--- src/inc/tbo_pkg.sv ---
// Purpose: constants for the timer buffer, output and trigger logic
// Assumes: 16-bit counters, two channels
// Notes: field codes and reset values live here
package tbo_pkg;
  localparam int unsigned TBO_WIDTH = 16;
  localparam logic [15:0] TBO_ZERO = 16'h0000;
  localparam logic [15:0] TBO_ONES = 16'hFFFF;
  // ----------------------------------------
  // mode and field encodings
  // ----------------------------------------
  localparam logic [2:0] TBO_CLR_ON_A = 3'h1;
  localparam logic [2:0] TBO_IO_TOGGLE = 3'h3;
  localparam logic [3:0] TBO_IO_CD_TOGGLE = 4'h3;
  localparam logic [3:0] TBO_IO_CD_TOGGLE_MASK = 4'hB;
  localparam logic [3:0] TBO_IO_D_EVCAP = 4'hD;
  localparam logic [1:0] TBO_EVOP_NONE = 2'h0;
  localparam logic [1:0] TBO_EVOP_START = 2'h1;
  localparam logic [1:0] TBO_EVOP_COUNT = 2'h2;
  localparam logic [1:0] TBO_EVOP_CAPTURE = 2'h3;
  localparam int unsigned TBO_FILT_DEPTH = 3;
  localparam logic [1:0] TBO_FILT_RST = 2'h0;
  typedef enum logic [3:0] {
    TBO_MODE_NORMAL = 4'b0001,
    TBO_MODE_RSPWM = 4'b0010,
    TBO_MODE_CPWM = 4'b0100,
    TBO_MODE_PWM = 4'b1000
  } tbo_mode_e;
endpackage

--- src/logic/tbo_core.sv ---
// Purpose: buffer transfer, output control, input filter and event link of a 2-channel timer
// Assumes: one clock, counters and compare events provided by the basic counter logic
// Notes: all control bits are plain ports
`timescale 1ns/10ps
// Overview of operation
// - reset-sync PWM: buffers copy into general regs on channel 0 match A
// - buffered compare: match A toggles pin A and reloads reg A from buffer
// - buffered capture A: counter into reg A, old reg A into buffer C
// - complementary PWM: D0 to B0 on A0 match and/or ch1 underflow per combine bits
// - complementary PWM: D0 >= A0 transfers only on ch1 underflow
// - complementary PWM: D0 zero transfers on A0 match
// - master disable stops timer outputs; port registers then drive pins
// - low on disable input pin sets master disable bit
// - reset-sync or complementary PWM: level select bits invert pins A and B
// - PWM mode: polarity bits B, C, D invert their pins
// - capture inputs pass a three-latch filter on a selectable sampling clock
// - filter output sets when all three latches are high, holds when all are low, clears when they disagree
// - reroute bits OR match C onto pin A, match D onto pin B
// - clear code 001 clears counter 0 on match A0; code 011 toggles on match
// - C or D field 0X11 toggles pin A or B on match C or D
// - complementary PWM trigger on A0 match or ch1 underflow by edge bit
// - event start sets run bits; no effect when already running
// - event count increments counter regardless of prescaler
// - event capture copies counter into reg D; software sets D field 1101 first
// - event operations selectable per channel
// - interrupt request when a flag and its enable are both 1
// - reg A pairs with buffer C, reg B with buffer D
module tbo_core
  import tbo_pkg::*;
#(
  parameter int unsigned W = TBO_WIDTH
)(
  input wire logic clk_i,
  input wire logic rst_i,
  input wire tbo_mode_e mode_i,
  input wire logic combine_mode_bit0_i,
  input wire logic combine_mode_bit1_i,
  input wire logic [1:0] buffer_en_a_i,
  input wire logic [1:0] buffer_en_b_i,
  input wire logic [1:0] capture_mode_a_i,
  input wire logic [1:0] match_a_i,
  input wire logic [1:0] match_b_i,
  input wire logic [1:0] match_c_i,
  input wire logic [1:0] match_d_i,
  input wire logic [1:0] underflow_i,
  input wire logic [1:0] overflow_i,
  input wire logic [2*W-1:0] timer_count_i,
  input wire logic [2*W-1:0] gr_wdata_i,
  input wire logic [2*4-1:0] gr_we_i,
  input wire logic [2*3-1:0] counter_clear_select_i,
  input wire logic [2*3-1:0] a_output_control_i,
  input wire logic [2*3-1:0] b_output_control_i,
  input wire logic [2*4-1:0] c_output_control_i,
  input wire logic [2*4-1:0] d_output_control_i,
  input wire logic omd_set_i,
  input wire logic omd_clr_i,
  input wire logic output_disable_input_sel_i,
  input wire logic output_disable_input_i,
  input wire logic level_select_hi_i,
  input wire logic level_select_lo_i,
  input wire logic polarity_b_i,
  input wire logic polarity_c_i,
  input wire logic polarity_d_i,
  input wire logic [3:0] port_direction_reg_i,
  input wire logic [3:0] port_data_reg_i,
  input wire logic [1:0] filter_en_i,
  input wire logic filter_clock_sel_hi_i,
  input wire logic filter_clock_sel_lo_i,
  input wire logic [3:0] filter_div_en_i,
  input wire logic [2*4-1:0] capture_pin_i,
  input wire logic adc_trigger_enable_i,
  input wire logic adc_trigger_edge_i,
  input wire logic [2*4-1:0] adc_trigger_control_reg_i,
  input wire logic [2*2-1:0] event_op_sel_i,
  input wire logic [1:0] event_i,
  input wire logic [1:0] run_clr_i,
  input wire logic [2*4-1:0] flag_i,
  input wire logic [2*4-1:0] irq_enable_i,
  output logic [2*W-1:0] general_reg_a_o,
  output logic [2*W-1:0] general_reg_b_o,
  output logic [2*W-1:0] general_reg_c_o,
  output logic [2*W-1:0] general_reg_d_o,
  output logic [1:0] counter_clear_o,
  output logic [1:0] counter_run_bit_o,
  output logic [1:0] event_count_o,
  output logic [1:0] capture_a_o,
  output logic [1:0] capture_d_o,
  output logic output_master_disable_reg_o,
  output logic [2*4-1:0] pin_out_o,
  output logic [2*4-1:0] pin_oe_o,
  output logic [2*4-1:0] filtered_pin_o,
  output logic adc_start_o,
  output logic irq_o
);
  // ----------------------------------------
  // input synchronisers
  // ----------------------------------------
  logic [7:0] cap_meta_reg;
  logic [7:0] cap_sync_reg;
  logic [1:0] odi_meta_reg;
  always_ff @(posedge clk_i)
  begin
    if (rst_i)
    begin
      cap_meta_reg <= 8'h00;
      cap_sync_reg <= 8'h00;
      odi_meta_reg <= 2'h3;
    end
    else
    begin
      cap_meta_reg <= capture_pin_i;
      cap_sync_reg <= cap_meta_reg;
      odi_meta_reg <= {odi_meta_reg[0], output_disable_input_i};
    end
  end
  // ----------------------------------------
  // digital filter
  // ----------------------------------------
  logic filt_tick;
  logic [1:0] fsel;
  logic [7:0] lat0_reg, lat1_reg, lat2_reg, filt_reg;
  assign fsel = {filter_clock_sel_hi_i, filter_clock_sel_lo_i};
  assign filt_tick = filter_div_en_i[fsel];
  always_ff @(posedge clk_i)
  begin
    if (rst_i)
    begin
      lat0_reg <= 8'h00;
      lat1_reg <= 8'h00;
      lat2_reg <= 8'h00;
      filt_reg <= 8'h00;
    end
    else if (filt_tick)
    begin
      lat0_reg <= cap_sync_reg;
      lat1_reg <= lat0_reg;
      lat2_reg <= lat1_reg;
      filt_reg <= (filt_reg & ~(lat0_reg ^ lat1_reg | lat1_reg ^ lat2_reg))
        | (lat2_reg & ~(lat0_reg ^ lat1_reg | lat1_reg ^ lat2_reg));
    end
  end
  assign filtered_pin_o = filt_reg;
  // ----------------------------------------
  // output master disable
  // ----------------------------------------
  logic omd_reg;
  always_ff @(posedge clk_i)
  begin
    if (rst_i)
      omd_reg <= 1'b0;
    else if (omd_set_i || (output_disable_input_sel_i && !odi_meta_reg[1]))
      omd_reg <= 1'b1;
    else if (omd_clr_i)
      omd_reg <= 1'b0;
  end
  assign output_master_disable_reg_o = omd_reg;
  // ----------------------------------------
  // per channel logic
  // ----------------------------------------
  logic [1:0] run_reg;
  logic [7:0] pin_reg;
  logic [7:0] pin_mux;
  genvar ch;
  generate
    for (ch = 0; ch < 2; ch++)
    begin : g_ch
      logic [W-1:0] ga, gb, gc, gd, cnt;
      logic [1:0] evop;
      logic cpwm_a, cpwm_u, tog_a, tog_b, tog_c, tog_d, buf_ev_a, buf_ev_b, cap_a, cap_d;
      logic use_a, use_u;
      assign cnt = timer_count_i[ch*W +: W];
      assign evop = event_op_sel_i[ch*2 +: 2];
      assign cap_a = capture_mode_a_i[ch]
        & (filter_en_i[ch] ? filt_reg[ch*4] : cap_sync_reg[ch*4]);
      assign cap_d = (event_i[ch] && evop == TBO_EVOP_CAPTURE
        && d_output_control_i[ch*4 +: 4] == TBO_IO_D_EVCAP);
      assign cpwm_a = match_a_i[0];
      assign cpwm_u = underflow_i[1];
      always_comb
      begin
        use_a = combine_mode_bit0_i;
        use_u = combine_mode_bit1_i;
        if (gd >= ga)
        begin
          use_a = 1'b0;
          use_u = 1'b1;
        end
        if (gd == TBO_ZERO)
        begin
          use_a = 1'b1;
          use_u = 1'b0;
        end
      end
      always_comb
      begin
        buf_ev_a = 1'b0;
        buf_ev_b = 1'b0;
        case (mode_i)
          TBO_MODE_RSPWM:
          begin
            buf_ev_a = match_a_i[0];
            buf_ev_b = match_a_i[0];
          end
          TBO_MODE_CPWM:
            buf_ev_b = (ch == 0) && ((use_a && cpwm_a) || (use_u && cpwm_u));
          TBO_MODE_PWM, TBO_MODE_NORMAL:
          begin
            buf_ev_a = match_a_i[ch] && !capture_mode_a_i[ch];
            buf_ev_b = match_b_i[ch];
          end
          default:
          begin
            buf_ev_a = 1'b0;
            buf_ev_b = 1'b0;
          end
        endcase
      end
      always_ff @(posedge clk_i)
      begin
        if (rst_i)
        begin
          ga <= TBO_ONES;
          gb <= TBO_ONES;
          gc <= TBO_ONES;
          gd <= TBO_ONES;
        end
        else
        begin
          if (cap_a)
          begin
            ga <= cnt;
            if (buffer_en_a_i[ch])
              gc <= ga;
          end
          else if (buf_ev_a && buffer_en_a_i[ch])
            ga <= gc;
          else if (gr_we_i[ch*4])
            ga <= gr_wdata_i[ch*W +: W];
          if (buf_ev_b && buffer_en_b_i[ch])
            gb <= gd;
          else if (gr_we_i[ch*4+1])
            gb <= gr_wdata_i[ch*W +: W];
          if (!(cap_a && buffer_en_a_i[ch]) && gr_we_i[ch*4+2])
            gc <= gr_wdata_i[ch*W +: W];
          if (cap_d)
            gd <= cnt;
          else if (gr_we_i[ch*4+3])
            gd <= gr_wdata_i[ch*W +: W];
        end
      end
      assign general_reg_a_o[ch*W +: W] = ga;
      assign general_reg_b_o[ch*W +: W] = gb;
      assign general_reg_c_o[ch*W +: W] = gc;
      assign general_reg_d_o[ch*W +: W] = gd;
      assign capture_a_o[ch] = cap_a;
      assign capture_d_o[ch] = cap_d;
      assign counter_clear_o[ch] = (counter_clear_select_i[ch*3 +: 3] == TBO_CLR_ON_A)
        && match_a_i[ch];
      assign event_count_o[ch] = event_i[ch] && evop == TBO_EVOP_COUNT;
      assign tog_a = (a_output_control_i[ch*3 +: 3] == TBO_IO_TOGGLE) && match_a_i[ch];
      assign tog_b = (b_output_control_i[ch*3 +: 3] == TBO_IO_TOGGLE) && match_b_i[ch];
      // bit 3 picks the pin, bit 2 is a don't-care of the toggle code
      assign tog_c = ((c_output_control_i[ch*4 +: 3] & TBO_IO_CD_TOGGLE_MASK[2:0])
        == TBO_IO_CD_TOGGLE[2:0]) && match_c_i[ch];
      assign tog_d = ((d_output_control_i[ch*4 +: 3] & TBO_IO_CD_TOGGLE_MASK[2:0])
        == TBO_IO_CD_TOGGLE[2:0]) && match_d_i[ch];
      always_ff @(posedge clk_i)
      begin
        if (rst_i)
          pin_reg[ch*4 +: 4] <= 4'h0;
        else
        begin
          // pin-select bit clear ORs C onto A and D onto B
          if (tog_a || (!c_output_control_i[ch*4+3] && tog_c))
            pin_reg[ch*4] <= ~pin_reg[ch*4];
          if (tog_b || (!d_output_control_i[ch*4+3] && tog_d))
            pin_reg[ch*4+1] <= ~pin_reg[ch*4+1];
          if (c_output_control_i[ch*4+3] && tog_c)
            pin_reg[ch*4+2] <= ~pin_reg[ch*4+2];
          if (d_output_control_i[ch*4+3] && tog_d)
            pin_reg[ch*4+3] <= ~pin_reg[ch*4+3];
        end
      end
      always_comb
      begin
        pin_mux[ch*4 +: 4] = pin_reg[ch*4 +: 4];
        if (mode_i == TBO_MODE_RSPWM || mode_i == TBO_MODE_CPWM)
        begin
          pin_mux[ch*4] = pin_reg[ch*4] ^ level_select_lo_i;
          pin_mux[ch*4+1] = pin_reg[ch*4+1] ^ level_select_hi_i;
        end
        else if (mode_i == TBO_MODE_PWM)
        begin
          pin_mux[ch*4+1] = pin_reg[ch*4+1] ^ polarity_b_i;
          pin_mux[ch*4+2] = pin_reg[ch*4+2] ^ polarity_c_i;
          pin_mux[ch*4+3] = pin_reg[ch*4+3] ^ polarity_d_i;
        end
      end
      always_ff @(posedge clk_i)
      begin
        if (rst_i)
          run_reg[ch] <= 1'b0;
        else if (event_i[ch] && evop == TBO_EVOP_START && !run_reg[ch])
          run_reg[ch] <= 1'b1;
        else if (run_clr_i[ch])
          run_reg[ch] <= 1'b0;
      end
    end
  endgenerate
  assign counter_run_bit_o = run_reg;
  // ----------------------------------------
  // pin drive and triggers
  // ----------------------------------------
  always_ff @(posedge clk_i)
  begin
    if (rst_i)
    begin
      pin_out_o <= 8'h00;
      pin_oe_o <= 8'h00;
    end
    else
    begin
      pin_out_o <= omd_reg ? {2{port_data_reg_i}} : pin_mux;
      pin_oe_o <= omd_reg ? {2{port_direction_reg_i}} : 8'hFF;
    end
  end
  logic adc_next;
  assign adc_next = (mode_i == TBO_MODE_CPWM && adc_trigger_enable_i)
    ? (adc_trigger_edge_i ? underflow_i[1] : match_a_i[0])
    : |(adc_trigger_control_reg_i & {match_d_i[1], match_c_i[1], match_b_i[1], match_a_i[1],
      match_d_i[0], match_c_i[0], match_b_i[0], match_a_i[0]});
  always_ff @(posedge clk_i)
  begin
    if (rst_i)
    begin
      adc_start_o <= 1'b0;
      irq_o <= 1'b0;
    end
    else
    begin
      adc_start_o <= adc_next;
      irq_o <= |(flag_i & irq_enable_i);
    end
  end
  // ----------------------------------------
  // assertions
  // ----------------------------------------
  property p_evstart;
    @(posedge clk_i) disable iff (rst_i)
    (event_i[0] && event_op_sel_i[1:0] == TBO_EVOP_START) |=> counter_run_bit_o[0];
  endproperty
  a_evstart: assert property (p_evstart) else $error("event start lost");
  property p_omd;
    @(posedge clk_i) disable iff (rst_i)
    omd_set_i |=> output_master_disable_reg_o ##1 (pin_oe_o == {2{$past(port_direction_reg_i)}});
  endproperty
  a_omd: assert property (p_omd) else $error("disable not applied");
  property p_odi;
    @(posedge clk_i) disable iff (rst_i)
    (output_disable_input_sel_i && !output_disable_input_i)[*3] |=> output_master_disable_reg_o;
  endproperty
  a_odi: assert property (p_odi) else $error("disable pin ignored");
  property p_cap;
    @(posedge clk_i) disable iff (rst_i)
    capture_a_o[0] && buffer_en_a_i[0] |=> general_reg_c_o[W-1:0] == $past(general_reg_a_o[W-1:0]);
  endproperty
  a_cap: assert property (p_cap) else $error("capture buffer wrong");
  property p_evcap;
    @(posedge clk_i) disable iff (rst_i)
    capture_d_o[0] |=> general_reg_d_o[W-1:0] == $past(timer_count_i[W-1:0]);
  endproperty
  a_evcap: assert property (p_evcap) else $error("event capture wrong");
  property p_adc;
    @(posedge clk_i) disable iff (rst_i)
    (mode_i == TBO_MODE_CPWM && adc_trigger_enable_i && !adc_trigger_edge_i && match_a_i[0])
      |=> adc_start_o;
  endproperty
  a_adc: assert property (p_adc) else $error("adc trigger missing");
  property p_irq;
    @(posedge clk_i) disable iff (rst_i)
    |(flag_i & irq_enable_i) |=> irq_o;
  endproperty
  a_irq: assert property (p_irq) else $error("irq missing");
  property p_clr;
    @(posedge clk_i) disable iff (rst_i)
    counter_clear_o[0] |-> match_a_i[0] && counter_clear_select_i[2:0] == TBO_CLR_ON_A;
  endproperty
  a_clr: assert property (p_clr) else $error("bad clear");
  property p_filt;
    @(posedge clk_i) disable iff (rst_i)
    $changed(filtered_pin_o) |-> $past(filt_tick);
  endproperty
  a_filt: assert property (p_filt) else $error("filter moved off tick");
  c_omd: cover property (@(posedge clk_i) omd_set_i ##1 omd_clr_i);
  c_evcap: cover property (@(posedge clk_i) capture_d_o[0]);
  c_adc: cover property (@(posedge clk_i) adc_start_o);
endmodule

--- config.mk ---
export PLATFORM = sky130hd
export DESIGN_NAME = tbo_core
export DESIGN_NICKNAME = d
export VERILOG_FILES = /design/src/inc/tbo_pkg.sv /design/src/logic/tbo_core.sv
export SDC_FILE = /design/constraint.sdc
export NUM_CORES = 1
export LEC_CHECK = 0
export BUFFER_PORTS_ARGS = -buffer_cell sky130_fd_sc_hd__buf_2
export CELL_PAD_IN_SITES_DETAIL_PLACEMENT = 0
export CELL_PAD_IN_SITES_GLOBAL_PLACEMENT = 1
export CORE_UTILIZATION = 39
export DETAILED_ROUTE_END_ITERATION = 8
export GPL_ROUTABILITY_DRIVEN = 0
export PLACE_DENSITY = 0.84
export SLEW_MARGIN = 5
export SYNTH_ARGS = -nofsm -noshare
export SYNTH_HDL_FRONTEND = slang
export SYNTH_SLANG_ARGS = --single-unit
--- constraint.sdc ---
create_clock -name clk_i -period 5.25 [get_ports clk_i]
set_clock_uncertainty 0.1 [all_clocks]
set_input_delay 0 -clock clk_i [delete_from_list [all_inputs] [get_ports clk_i]]
set_output_delay 0 -clock clk_i [all_outputs]
set_load 0.05 [all_outputs]
==> flow_summary.ini <==
[drt]
firstDrtPassIters = 5
ant_nets = 0
drt_iter0_drc = 621
drt-total-wl_um = 33000
routedWlPerCell_um = 16.4
avgViaCountPerCell = 5.09
num_vias = 10200
drc_errors = 0

[clock_tree]
cts.clk_slew.worst_paths_ns = 0.06
ctsHtreeMaxLevel = 1
cts_resized = 0
worst_skew_pair.late_latency_ns = 0.52
cts.sinks = 203
numCtsBuffers = 24
cts_tree = yes
post_cts_buffers = 0
clockBufferDepth = 3
clockRootBuffer = clkbuf_16
hold_buffers = 173

[yosys]
avgSynthCellArea_um2 = 8.36
synthArstFlopShare_pct = 0
syn_nets = 1402
synth-edff-count = 0
synth_area_mm2 = 0.00992
synth_flop_cell = dfxtp_1
synth_warnings = 0
synthCells = 1187
synthDistinctLibCells = 56
ys_seq_area_share_pct = 41.0
ys_ff_latch = 203

[timing]
finalCritPeriodShare_pct = 61.3
worstMarginPinSlew_ns = 1.26
layout_min_cycle_time_ns = 3.22
tns_ns = 0
setup_viol = 0
slew_viol_final = 0
slew_headroom_pct = 16.2
max_freq_mhz = 311
finalHoldViolCount = 0
rsz0062_at_grt = no

[floorplan]
start_util_pct = 39.6
std_cell_rows = 58
io_pins = 364
core_area_mm2 = 0.0250
fp.dieW_um = 162
die_area_mm2 = 0.0261
die_h_um = 162

[min_path]
hp-class = in -> reg
worstHoldStart = mode_i[2]
worst_hold_path.endpoint = pin_out_o[6]
whs_path_depth = 6

[grt]
use_met1_pct = 31.5
grt_pass1_wl_um = 50900
antenna_found_initial = 2
grt_overflow = 0
grt_max_degree = 97
grt_busiest_layer = met2
use_met3_pct = 5.21
met2_usage_pct = 40.4
grtUsageTotal_pct = 24.4
grt_pass1_vias = 9572

[power]
leakagePower_nw = 6.42
p_per_area_mw_per_mm2 = 307
power_frac_comb_pct = 22.0
pwr-share-seq_pct = 38.6
p_int_mw = 3.07
switching_share_pct = 30.4
ir_worst_vdd_uv = 209
switching_power_mw = 1.34
clkPwrFrac_pct = 39.4

[worst_setup_path]
rrSetupSlack_ns = 2.03
reg2regPathDepth = 7
cp_data_arrival_time_ns = 3.58
crit_fanout = 27
reg2reg_from = filtered_pin_o[0]
path_class = reg -> reg
critPathCaptureType = flip-flop
worstPathRequired_ns = 5.61
rr_endpoint = g_ch[0].ga[1]
critPathLaunchType = flip-flop

[layout]
area_growth_pct = 44.8
final_nets = 1875
final_cell_mix = buf_2 (357), dfxtp_1 (203), dlygate4sd3_1 (173), nand2_1 (143), o21ai_0 (111)
drive_gt1_share_pct = 26.2
postLayoutCellArea_mm2 = 0.0144
final_core_util_pct = 57.4
mostFrequentLayoutCell = buf_2

[placement]
hpwl_um = 22600
placedInstanceArea_mm2 = 0.0118
placement.io_buffers = 358

[status]
status = finished, final reports clean

[flow_run]
drv_cap = 0
==> cell usage after synthesis, types with 3 or more instances <==
| cell | count | area (um^2) |
|---|---|---|
| a21oi_1 | 59 | 295 |
| nor2b_1 | 35 | 219 |
| a22oi_1 | 6 | 45.0 |
| nand3b_1 | 3 | 22.5 |
| nor4_1 | 5 | 31.3 |
| buf_4 | 8 | 60.1 |
| a221oi_1 | 8 | 70.1 |
| nand4b_1 | 4 | 35.0 |
| mux2i_1 | 82 | 821 |
| nor4bb_1 | 3 | 30.0 |
| and3b_1 | 10 | 87.6 |
| o211ai_1 | 16 | 120 |
| a21o_1 | 14 | 105 |
| xnor2_1 | 12 | 105 |
| nor3b_4 | 3 | 56.3 |
| or2_2 | 3 | 18.8 |
| buf_1 | 10 | 37.5 |
| mux2_2 | 8 | 90.1 |
| nand3_1 | 7 | 35.0 |
| clkbuf_1 | 66 | 248 |
| a211oi_1 | 18 | 135 |
| a221oi_2 | 10 | 150 |
| dfxtp_1 | 203 | 4060 |
| o21ai_1 | 20 | 100 |
| buf_6 | 3 | 33.8 |
| xor2_1 | 5 | 43.8 |
| nand2_1 | 143 | 537 |
| ha_1 | 16 | 200 |
| nand4_1 | 18 | 113 |
| nor4b_2 | 3 | 45.0 |
| inv_1 | 47 | 176 |
| nor2_1 | 92 | 345 |
| o21bai_1 | 3 | 22.5 |
| nor3_1 | 12 | 60.1 |
| a31oi_1 | 17 | 106 |
| o21ai_0 | 113 | 566 |
| nand2b_1 | 79 | 494 |
==> final cells by class <==
type	count	area, um^2
flip-flops and latches	203	4060
well taps	330	413
clock buffers	35	743
repair buffers	535	3560
inverters	48	180
multi-input cells	848	5310
clock inverters	8	96.3
fillers	2268	10700
diodes	2	5.00
==> stage by stage <==
step	setup WS (ns)	power, mW	cells	hold WS [ns]
floorplan	2.71	2.32	1187	0.00381
finish	2.03	4.41	2009	0.0313
CTS	2.07	4.44	2007	0.0142
global route	1.87	4.59	2009	0.0539
detailed placement	2.31	2.58	1791	0.0889
global placement	2.37	2.57	1791	0.0886
==> worst max-delay path, cell delays in order, from the launching register on <==
cell,delay [ns]
dfxtp_1,0.31
mux2_2,0.26
nand2_1,0.74
inv_2,0.30
nor3b_4,0.64
a21oi_1,0.13
o21ai_0,0.10
dlygate4sd3_1,0.56
==> power groups by stage <==
stage          registers [mW]  clock network, mW  logic (mW)
6_report                 1.70               1.74       0.971
5_1_grt                  1.71               1.84        1.04
4_1_cts                  1.70               1.77       0.966
3_5_place_dp             1.73                  0       0.852
3_3_place_gp             1.73                  0       0.843
2_1_floorplan            1.99                  0       0.329
==> worst max path at each step <==
stage	slack (ns)	end	startpoint	cells after the start
after floorplan	2.71	g_ch[0].gb[10]	g_ch[0].ga[1]	9
after global placement	2.37	g_ch[0].gc[1]	filtered_pin_o[0]	7
after detailed placement	2.31	g_ch[1].gc[14]	filtered_pin_o[4]	5
after CTS	2.07	g_ch[0].ga[1]	filtered_pin_o[0]	7
after global routing	1.87	g_ch[0].ga[1]	filtered_pin_o[0]	7
final	2.03	g_ch[0].ga[1]	filtered_pin_o[0]	7
==> layer usage <==
layer | vias to the layer above | wire length (um)
li1 | 5053 | -
met1 | 4728 | 14500
met2 | 376 | 15200
met3 | 67 | 2370
met4 | 0 | 896
met5 | - | 0
==> logic make-up after synthesis <==
family / Yosys count / share of synthesized area, %
simple gates: 426 / 22.0
compound gates: 298 / 18.5
flops: 203 / 41.0
buf+inv: 136 / 5.69
mux: 90 / 9.18
xor+xnor: 18 / 1.66
fa+ha+maj: 16 / 2.02
(Power assumes the default switching activity.)
